### config.mk
export PLATFORM = sky130hd
export DESIGN_NAME = ams_regs
export DESIGN_NICKNAME = d
export VERILOG_FILES = /design/src/hdl/ams_pkg.sv /design/src/hdl/ams_link_if.sv /design/src/hdl/ams_decode.sv /design/src/hdl/ams_regs.sv
export VERILOG_INCLUDE_DIRS = /design/src /design/src/hdl
export SDC_FILE = /design/constraint.sdc
export NUM_CORES = 1
export LEC_CHECK = 0
export BUFFER_PORTS_ARGS = -buffer_cell sky130_fd_sc_hd__buf_4
export CORE_ASPECT_RATIO = 0.6
export CORE_MARGIN = 2
export CORE_UTILIZATION = 45
export DETAILED_ROUTE_END_ITERATION = 16
export PLACE_DENSITY = 0.75
export SLEW_MARGIN = 15
export SYNTH_ARGS = -nofsm -noshare
export SYNTH_HDL_FRONTEND = slang
export SYNTH_HIERARCHICAL = 1
export SYNTH_SLANG_ARGS = --single-unit
### constraint.sdc
create_clock -name sys_clk_i -period 1.6 [get_ports sys_clk_i]
set_clock_uncertainty 0.15 [all_clocks]
set_input_delay 0.32 -clock sys_clk_i [delete_from_list [all_inputs] [get_ports sys_clk_i]]
set_output_delay 0.32 -clock sys_clk_i [all_outputs]
set_load 0.02 [all_outputs]
### src/hdl/ams_cfg.svh
`ifndef AMS_CFG_SVH
`define AMS_CFG_SVH

// ****************************************************************
// register offsets
// ****************************************************************
`define AMS_MODE_ADDR 8'h21
`define AMS_SETUP_ADDR 8'h22
`define AMS_AVG_ADDR 8'h23

// ****************************************************************
// reset values and writable bits
// ****************************************************************
`define AMS_MODE_RST 8'h80
`define AMS_SETUP_RST 8'h00
`define AMS_AVG_RST 8'h00
`define AMS_MODE_WMASK 8'hF7
`define AMS_SETUP_WMASK 8'h33
`define AMS_AVG_WMASK 8'h0F
`define AMS_RDATA_NONE 8'h00

// ****************************************************************
// field positions
// ****************************************************************
`define AMS_FMT_BIT 7
`define AMS_PAD_BIT 6
`define AMS_RSVD_HI 5
`define AMS_RSVD_LO 4
`define AMS_SUB_BIT 2
`define AMS_OPM_HI 1
`define AMS_OPM_LO 0
`define AMS_REF_BIT 5
`define AMS_SCALE_BIT 4
`define AMS_ROUTE_HI 1
`define AMS_ROUTE_LO 0
`define AMS_WIN_HI 3
`define AMS_WIN_LO 0

// ****************************************************************
// field codes
// ****************************************************************
`define AMS_OPM_SAMPLE 2'h0
`define AMS_OPM_BURST 2'h1
`define AMS_OPM_AVG 2'h2
`define AMS_OPM_AUTO 2'h3
`define AMS_ROUTE_ANALOG 2'h0
`define AMS_ROUTE_HALF_VDD 2'h2
`define AMS_WIN_MAX_CODE 4'hB
`define AMS_RATIO_LOG2_MAX 4'hC

`endif

### src/hdl/ams_pkg.sv
package ams_pkg;

  // ****************************************************************
  // operating modes entered on leaving configuration
  // ****************************************************************
  typedef enum logic [2:0] {
    AMS_RUN_SAMPLE,
    AMS_RUN_BURST_AVG,
    AMS_RUN_AVG,
    AMS_RUN_AUTO_MONITOR,
    AMS_RUN_AUTO_TRIGGER
  } ams_run_mode_type;

  // ****************************************************************
  // whole state of the register bank
  // ****************************************************************
  typedef struct packed {
    logic [7:0] mode_reg;
    logic [7:0] setup_reg;
    logic [7:0] avg_reg;
    logic [7:0] rdata;
    logic rd_valid;
    logic addr_err;
    logic wr_refused;
    logic in_cfg;
    ams_run_mode_type run_mode;
    logic signed_fmt;
    logic sign_pad;
    logic ref_vdd;
    logic scale_on;
    logic [1:0] route;
    logic route_ok;
    logic [3:0] ratio_log2;
  } ams_state_type;

endpackage : ams_pkg

### src/hdl/ams_link_if.sv
`timescale 1ns/1ps
`default_nettype none

interface ams_link_if;
  import ams_pkg::*;

  logic [7:0] mode_reg;
  logic [7:0] setup_reg;
  logic [7:0] avg_reg;
  ams_run_mode_type chosen_mode;
  logic scale_on;
  logic route_ok;
  logic [3:0] ratio_log2;

  modport bank (
    output mode_reg, setup_reg, avg_reg,
    input chosen_mode, scale_on, route_ok, ratio_log2
  );
  modport dec (
    input mode_reg, setup_reg, avg_reg,
    output chosen_mode, scale_on, route_ok, ratio_log2
  );
endinterface : ams_link_if

`default_nettype wire

### src/hdl/ams_decode.sv
`timescale 1ns/1ps
`default_nettype none
`include "ams_cfg.svh"

module ams_decode
  import ams_pkg::*;
(
  ams_link_if.dec link
);

  logic [1:0] opm;
  logic [1:0] route;
  logic [3:0] win;

  assign opm = link.mode_reg[`AMS_OPM_HI:`AMS_OPM_LO];
  assign route = link.setup_reg[`AMS_ROUTE_HI:`AMS_ROUTE_LO];
  assign win = link.avg_reg[`AMS_WIN_HI:`AMS_WIN_LO];

  always_comb begin
    unique case (opm)
      `AMS_OPM_SAMPLE: link.chosen_mode = AMS_RUN_SAMPLE;
      `AMS_OPM_BURST: link.chosen_mode = AMS_RUN_BURST_AVG;
      `AMS_OPM_AVG: link.chosen_mode = AMS_RUN_AVG;
      `AMS_OPM_AUTO: begin
        // sub-mode bit only matters here
        if (link.mode_reg[`AMS_SUB_BIT]) begin
          link.chosen_mode = AMS_RUN_AUTO_TRIGGER;
        end else begin
          link.chosen_mode = AMS_RUN_AUTO_MONITOR;
        end
      end
    endcase
  end

  // scaling only on the analog inputs
  assign link.scale_on = link.setup_reg[`AMS_SCALE_BIT] &&
    (route == `AMS_ROUTE_ANALOG);
  assign link.route_ok = (route == `AMS_ROUTE_ANALOG) ||
    (route == `AMS_ROUTE_HALF_VDD);

  // undefined codes saturate at the largest window
  assign link.ratio_log2 = (win > `AMS_WIN_MAX_CODE) ?
    `AMS_RATIO_LOG2_MAX : 4'(win + 4'h1);

endmodule : ams_decode

`default_nettype wire

### src/hdl/ams_regs.sv
// Contract
// - mode bit 7 picks unsigned or signed results; resets signed.
// - bit 6 adds a sign-extension byte to read data when set.
// - sub-mode bit picks monitor or trigger, only in autonomous mode.
// - mode field: sample, burst avg, averaging, autonomous; resets sample.
// - reference bit selects reference pin at 0, supply at 1; resets 0.
// - scaling applies only with scale bit set and analog inputs routed.
// - route field: 0 analog inputs, 2 half supply; 1 and 3 invalid.
// - window field sets averaging ratio two to the power code plus one up to code 11; codes 12 to 15 saturate at code 11's ratio.
// - leaving configuration starts the mode from mode field and sub-mode.
`timescale 1ns/1ps
`default_nettype none
`include "ams_cfg.svh"

module ams_regs
  import ams_pkg::*;
(
  // clock and reset
  input wire logic sys_clk_i,
  input wire logic arst_n_i,
  // register access from the serial front end
  input wire logic wr_en_i,
  input wire logic rd_en_i,
  input wire logic [7:0] addr_i,
  input wire logic [7:0] wdata_i,
  output logic [7:0] rdata_o,
  output logic rd_valid_o,
  output logic addr_err_o,
  output logic wr_refused_o,
  // configuration mode control
  input wire logic cfg_exit_i,
  input wire logic cfg_enter_i,
  output logic in_cfg_o,
  output ams_run_mode_type run_mode_o,
  // settings for the conversion datapath
  output logic signed_fmt_o,
  output logic sign_pad_byte_on_o,
  output logic ref_vdd_o,
  output logic monitored_result_scale_o,
  output logic [1:0] input_route_field_o,
  output logic input_route_ok_o,
  output logic [3:0] filter_window_size_log2_o
);

  // ****************************************************************
  // state and decoder
  // ****************************************************************
  ams_state_type s_q;
  ams_state_type s_d;

  ams_link_if link ();

  assign link.mode_reg = s_q.mode_reg;
  assign link.setup_reg = s_q.setup_reg;
  assign link.avg_reg = s_q.avg_reg;

  ams_decode u_decode (
    .link(link.dec)
  );

  logic hit_mode;
  logic hit_setup;
  logic hit_avg;
  logic hit_any;

  assign hit_mode = (addr_i == `AMS_MODE_ADDR);
  assign hit_setup = (addr_i == `AMS_SETUP_ADDR);
  assign hit_avg = (addr_i == `AMS_AVG_ADDR);
  assign hit_any = hit_mode || hit_setup || hit_avg;

  // ****************************************************************
  // next state
  // ****************************************************************
  always_comb begin
    s_d = s_q;
    s_d.rd_valid = 1'b0;
    s_d.addr_err = 1'b0;
    s_d.wr_refused = 1'b0;

    // writes land only in configuration mode; reserved 5:4 stored as given
    if (wr_en_i) begin
      if (!hit_any) begin
        s_d.addr_err = 1'b1;
      end else if (!s_q.in_cfg) begin
        s_d.wr_refused = 1'b1;
      end else if (hit_mode) begin
        s_d.mode_reg = wdata_i & `AMS_MODE_WMASK;
      end else if (hit_setup) begin
        s_d.setup_reg = wdata_i & `AMS_SETUP_WMASK;
      end else begin
        s_d.avg_reg = wdata_i & `AMS_AVG_WMASK;
      end
    end

    // a read with a write in the same cycle sees the old value; an unmapped address raises one shared addr_err
    if (rd_en_i) begin
      s_d.rd_valid = 1'b1;
      if (hit_mode) begin
        s_d.rdata = s_q.mode_reg;
      end else if (hit_setup) begin
        s_d.rdata = s_q.setup_reg;
      end else if (hit_avg) begin
        s_d.rdata = s_q.avg_reg;
      end else begin
        s_d.rdata = `AMS_RDATA_NONE;
        s_d.addr_err = 1'b1;
      end
    end

    // the run mode is frozen from the registers at the exit command
    if (s_q.in_cfg && cfg_exit_i) begin
      s_d.in_cfg = 1'b0;
      s_d.run_mode = link.chosen_mode;
    end else if (!s_q.in_cfg && cfg_enter_i) begin
      s_d.in_cfg = 1'b1;
    end

    // settings follow the registers one cycle later
    s_d.signed_fmt = s_q.mode_reg[`AMS_FMT_BIT];
    s_d.sign_pad = s_q.mode_reg[`AMS_PAD_BIT];
    s_d.ref_vdd = s_q.setup_reg[`AMS_REF_BIT];
    s_d.scale_on = link.scale_on;
    s_d.route = s_q.setup_reg[`AMS_ROUTE_HI:`AMS_ROUTE_LO];
    s_d.route_ok = link.route_ok;
    s_d.ratio_log2 = link.ratio_log2;
  end

  // ****************************************************************
  // registers
  // ****************************************************************
  always_ff @(posedge sys_clk_i or negedge arst_n_i) begin
    if (!arst_n_i) begin
      s_q.mode_reg <= `AMS_MODE_RST;
      s_q.setup_reg <= `AMS_SETUP_RST;
      s_q.avg_reg <= `AMS_AVG_RST;
      s_q.rdata <= `AMS_RDATA_NONE;
      s_q.rd_valid <= 1'b0;
      s_q.addr_err <= 1'b0;
      s_q.wr_refused <= 1'b0;
      s_q.in_cfg <= 1'b1;
      s_q.run_mode <= AMS_RUN_SAMPLE;
      s_q.signed_fmt <= 1'b1;
      s_q.sign_pad <= 1'b0;
      s_q.ref_vdd <= 1'b0;
      s_q.scale_on <= 1'b0;
      s_q.route <= `AMS_ROUTE_ANALOG;
      s_q.route_ok <= 1'b1;
      s_q.ratio_log2 <= 4'h1;
    end else begin
      s_q <= s_d;
    end
  end

  // ****************************************************************
  // outputs
  // ****************************************************************
  assign rdata_o = s_q.rdata;
  assign rd_valid_o = s_q.rd_valid;
  assign addr_err_o = s_q.addr_err;
  assign wr_refused_o = s_q.wr_refused;
  assign in_cfg_o = s_q.in_cfg;
  assign run_mode_o = s_q.run_mode;
  assign signed_fmt_o = s_q.signed_fmt;
  assign sign_pad_byte_on_o = s_q.sign_pad;
  assign ref_vdd_o = s_q.ref_vdd;
  assign monitored_result_scale_o = s_q.scale_on;
  assign input_route_field_o = s_q.route;
  assign input_route_ok_o = s_q.route_ok;
  assign filter_window_size_log2_o = s_q.ratio_log2;
endmodule : ams_regs

`default_nettype wire

# Word level (Yosys, flattened, before mapping)
# Index checks and enable logic that the tools add are counted.
dict set report totals {
  register_bits 41
  output_inout_bits 26
}
dict set report op_classes {
  n_addsub 1
  magnitude_cmp 1
  n_eq_ne 7
  n_mux 16
  bitwise 2
  n_reduce_logical 13
}
# cell count
set ops {}
lappend ops {{equality test 8 x 6 -> 1 bit (second input constant)} 3}
lappend ops {{one-hot mux 3 bit (4 select lines)} 1}
lappend ops {{AND reduction 5 bit} 2}
lappend ops {{two-way mux 1 bit} 8}
lappend ops {{two-way mux 4 bit} 2}
lappend ops {{two-way mux 8 bit} 1}
lappend ops {{equality test 2 bit (second input constant)} 3}
lappend ops {{two-way mux 6 bit} 1}
lappend ops {{adder 4 x 1 -> 4 bit (second input constant)} 1}
lappend ops {{> comparator 4 bit (second input constant)} 1}
lappend ops {{zero test 2 bit} 2}
lappend ops {{two-way mux 2 bit} 2}
lappend ops {{AND reduction 4 bit} 1}
lappend ops {{logical AND 1 bit} 3}
lappend ops {{logical OR 1 bit} 3}
lappend ops {{two-way mux 3 bit} 1}
lappend ops {{equality test 2 x 1 -> 1 bit (second input constant)} 1}
lappend ops {{inverter 1 bit} 2}
lappend ops {{nonzero test 2 bit} 1}
lappend ops {{zero test 1 bit} 1}

# Logic depth before layout (Yosys ltp)
dict set report depth {
  ltp_word 9
  depth_mapped 3
  depth_no_buf 3
}

# By module
# Netlist, hierarchy kept.
# module instances cells_each area_each_um2
set modules_own_cells {}
lappend modules_own_cells {ams_regs 1 100 1530.2}
lappend modules_own_cells {ams_decode 1 12 81.3}

# Worst setup path after synthesis
# Ideal clock, no wire load.
dict set report synth_timing {
  kind {register -> register}
  start {reg s_q, in the netlist in_cfg_o}
  end {reg link.mode_reg[0] (netlist name)}
  setup_ps 125
  arrival_ps 1310
  required_time_ps 1325
  path_slack_ps 16
  stages_incl_launch_ff 4
  n_path_buf 0
  synth_period_minus_slack_ps 1584
  path_cell_list {dfstp_2 -> and2_1 -> nand4_2 -> mux2_2}
}
dict set report synth_between {
  elab_chain_len 1
}
# item line
set synth_lines {}
lappend synth_lines {{start: declaration} ams_regs.sv:48} ;# ams_state_type s_q;
lappend synth_lines {{AND reduction 4 bit (no source line)} --}
# No other way between the ends.
# A chain may end at the register's enable or synchronous reset.

# Worst setup path in the final report
dict set report layout_timing {
  start {reg s_q, in the netlist in_cfg_o}
  end {reg link.mode_reg[4] (netlist name)}
}
dict set report layout_between {
  elab_chain_len 1
}
# item
set layout_lines {}
lappend layout_lines {{AND reduction 4 bit (no source line)}}
# No other way between the ends.

==> results by group <==
STA
  – Final Cycle Share: 0.967
  – RSZ-0062 raised after global routing: no
  – Fin Setup TNS: 0 ps
  – Fmax: 646 MHz
  – Final setup viols: 0
  – Final Hold Fails: 0
  – Min Clock Period, post-route: 1550 ps
  – Slew headroom: 0.670
  – Final Max Tran Viols: 0
  – Worst-margin pin slew: 494 ps

Power and ir drop
  – Leak Pwr: 0.00109 uW
  – Peak supply drop: 509 uV
  – P per Cell Area: 883 nW/um^2

Place
  – Post-Place Cells: 209
  – Placer Congestion: 0.827
  – Post-DP HPWL: 2480 microns
  – # port buffers: 47

Detailed routing
  – Routed vias: 1146
  – Iter 0 DRT Violations: 98
  – Routed len/inst: 15.1 microns
  – Drt pass-1 iters: 4
  – Post-DR vias/cell: 5.26
  – ANT nets after route: 0
  – Wirelength, routed: 3290 microns
  – DRC: 0

Setup path
  – Critical path class: flop to flop
  – CP arrival: 1570 ps
  – Worst stage delay on the critical path: 530 ps
  – Data required time of the worst path: 1620 ps
  – Crit start category: flop
  – Max FO, Critical Path: 7
  – Setup crit end kind: flop
  – Worst path slowest cell: dfstp_2
  – Worst path cell trace: and2_4, nand4_2, mux2_2

Final layout
  – Commonest non-fill, non-tap cells in the layout: 53 x buf_4, 36 x dfrtp_1, 21 x mux2_2, 6 x nand2_1, 6 x o2bb2ai_1
  – Non-filler instance count after layout: 218
  – Max FFs per register: 8
  – Commonest non-fill, non-tap cell in the layout: buf_4
  – Syn-to-layout area delta: 34.4%
  – Fraction of layout cells with a size suffix above 1: 0.526
  – # diodes: 0
  – NumNets Final: 195

Outcome
  – Status: complete, no violations

Flow run
  – Max-cap viol count: 0

Floorplan
  – I/O pins: 48
  – Die height: 50.3 microns
  – # rows: 16
  – Initial core utilization: 0.481
  – Die width: 81.2 microns
  – Die area: 4080 sq um
  – Total core area: 3340 sq um

Yosys
  – Cells after Synth: 111
  – Synth Net Count: 134
  – Syn Area/Cell: 14.5 sq um
  – Syn. warnings: 6
  – Mapped cell area: 1610 sq um

Global route
  – Initial antenna violation count: 0
  – Largest net degree at the start of global routing: 42
  – First-pass GRT wire length: 5560 microns
  – Total grt overflow: 0
  – Vias in the first global route: 1121
  – All-Layer GR Usage: 0.183

Clock network
  – Worst-path clk slew: 70 ps
  – Clock tree buffer depth: 2
  – Root Driver: clkbuf_8
  – CTS H-Tree Depth: 2
  – CTS tree: done
  – Skew-Pair Late Insertion Delay: 280 ps
  – TritonCTS Buffers: 5
  – Clk sink count: 41

Worst hold path
  – Hold crit path type: input port to flop
## worst max-delay path, delay by kind of cell, from the launching register on
kind | cells | cell delay [ps]
flops | 1 | 530
mux | 1 | 350
simple gates | 2 | 390
## stage by stage
step	instance area (sq um)	hold slack (ps)	utilization	worst slack, ps	power (uW)
6_report	2160	36.4	0.646	52.3	1910
5_1_grt	2160	48.4	0.646	3.36	2000
4_1_cts	2160	33.8	0.646	3.39	1930
3_5_place_dp	2060	172	0.617	-114	1290
3_3_place_gp	2060	163	0.617	-102	1280
2_1_floorplan	1610	-126	-	15.6	1170
## area by class of cell
type,instances,area [sq um]
tap,45,56.3
sequential,41,1030
fill,250,1180
multi-input combinational,67,567
inverter,3,11.3
timing repair buffer,54,408
clock buffer,5,68.8
clock inverter,3,17.5
## path summary, 6_finish.rpt
check	start	to	slack, ps	cells after the start
max in group asynchronous	arst_n_i	input_route_ok_o	540	2
worst min-delay path	cfg_exit_i	in_cfg_o	40	2
min in group asynchronous	arst_n_i	run_mode_o[2]	390	2
worst max register to register	in_cfg_o	link.mode_reg[4]	50	3
worst max-delay path	in_cfg_o	link.mode_reg[4]	50	3
worst min register to register	link.mode_reg[7]	signed_fmt_o	230	0
## report_power, final
group / total, uW / internal [uW] / leakage [uW] / switching, uW
combinational: 188 / 92.8 / 0.000496 / 95.1
sequential: 1080 / 1070 / 0.000547 / 17.0
clock: 637 / 301 / 0.0000439 / 336
## routing by layer
| layer | global-route usage | part of all wire | wire [microns] | vias up |
|---|---|---|---|---|
| li1 | - | - | - | 529 |
| met1 | 0.275 | 0.48 | 1590 | 577 |
| met2 | 0.271 | 0.45 | 1490 | 38 |
| met3 | 0.0450 | 0.062 | 204 | 2 |
| met4 | 0.0339 | 0.0012 | 4 | 0 |
| met5 | 0 | 0 | 0 | - |
## repair_timing
item | in CTS | in global routing
setup endpoints to repair | 0 | 15
setup buffers | 0 | 0
resized for setup | 0 | 1
endpoints found under the hold margin | 36 | 0
hold buffers | 1 | 0
Power figures use the tool's default switching activity.
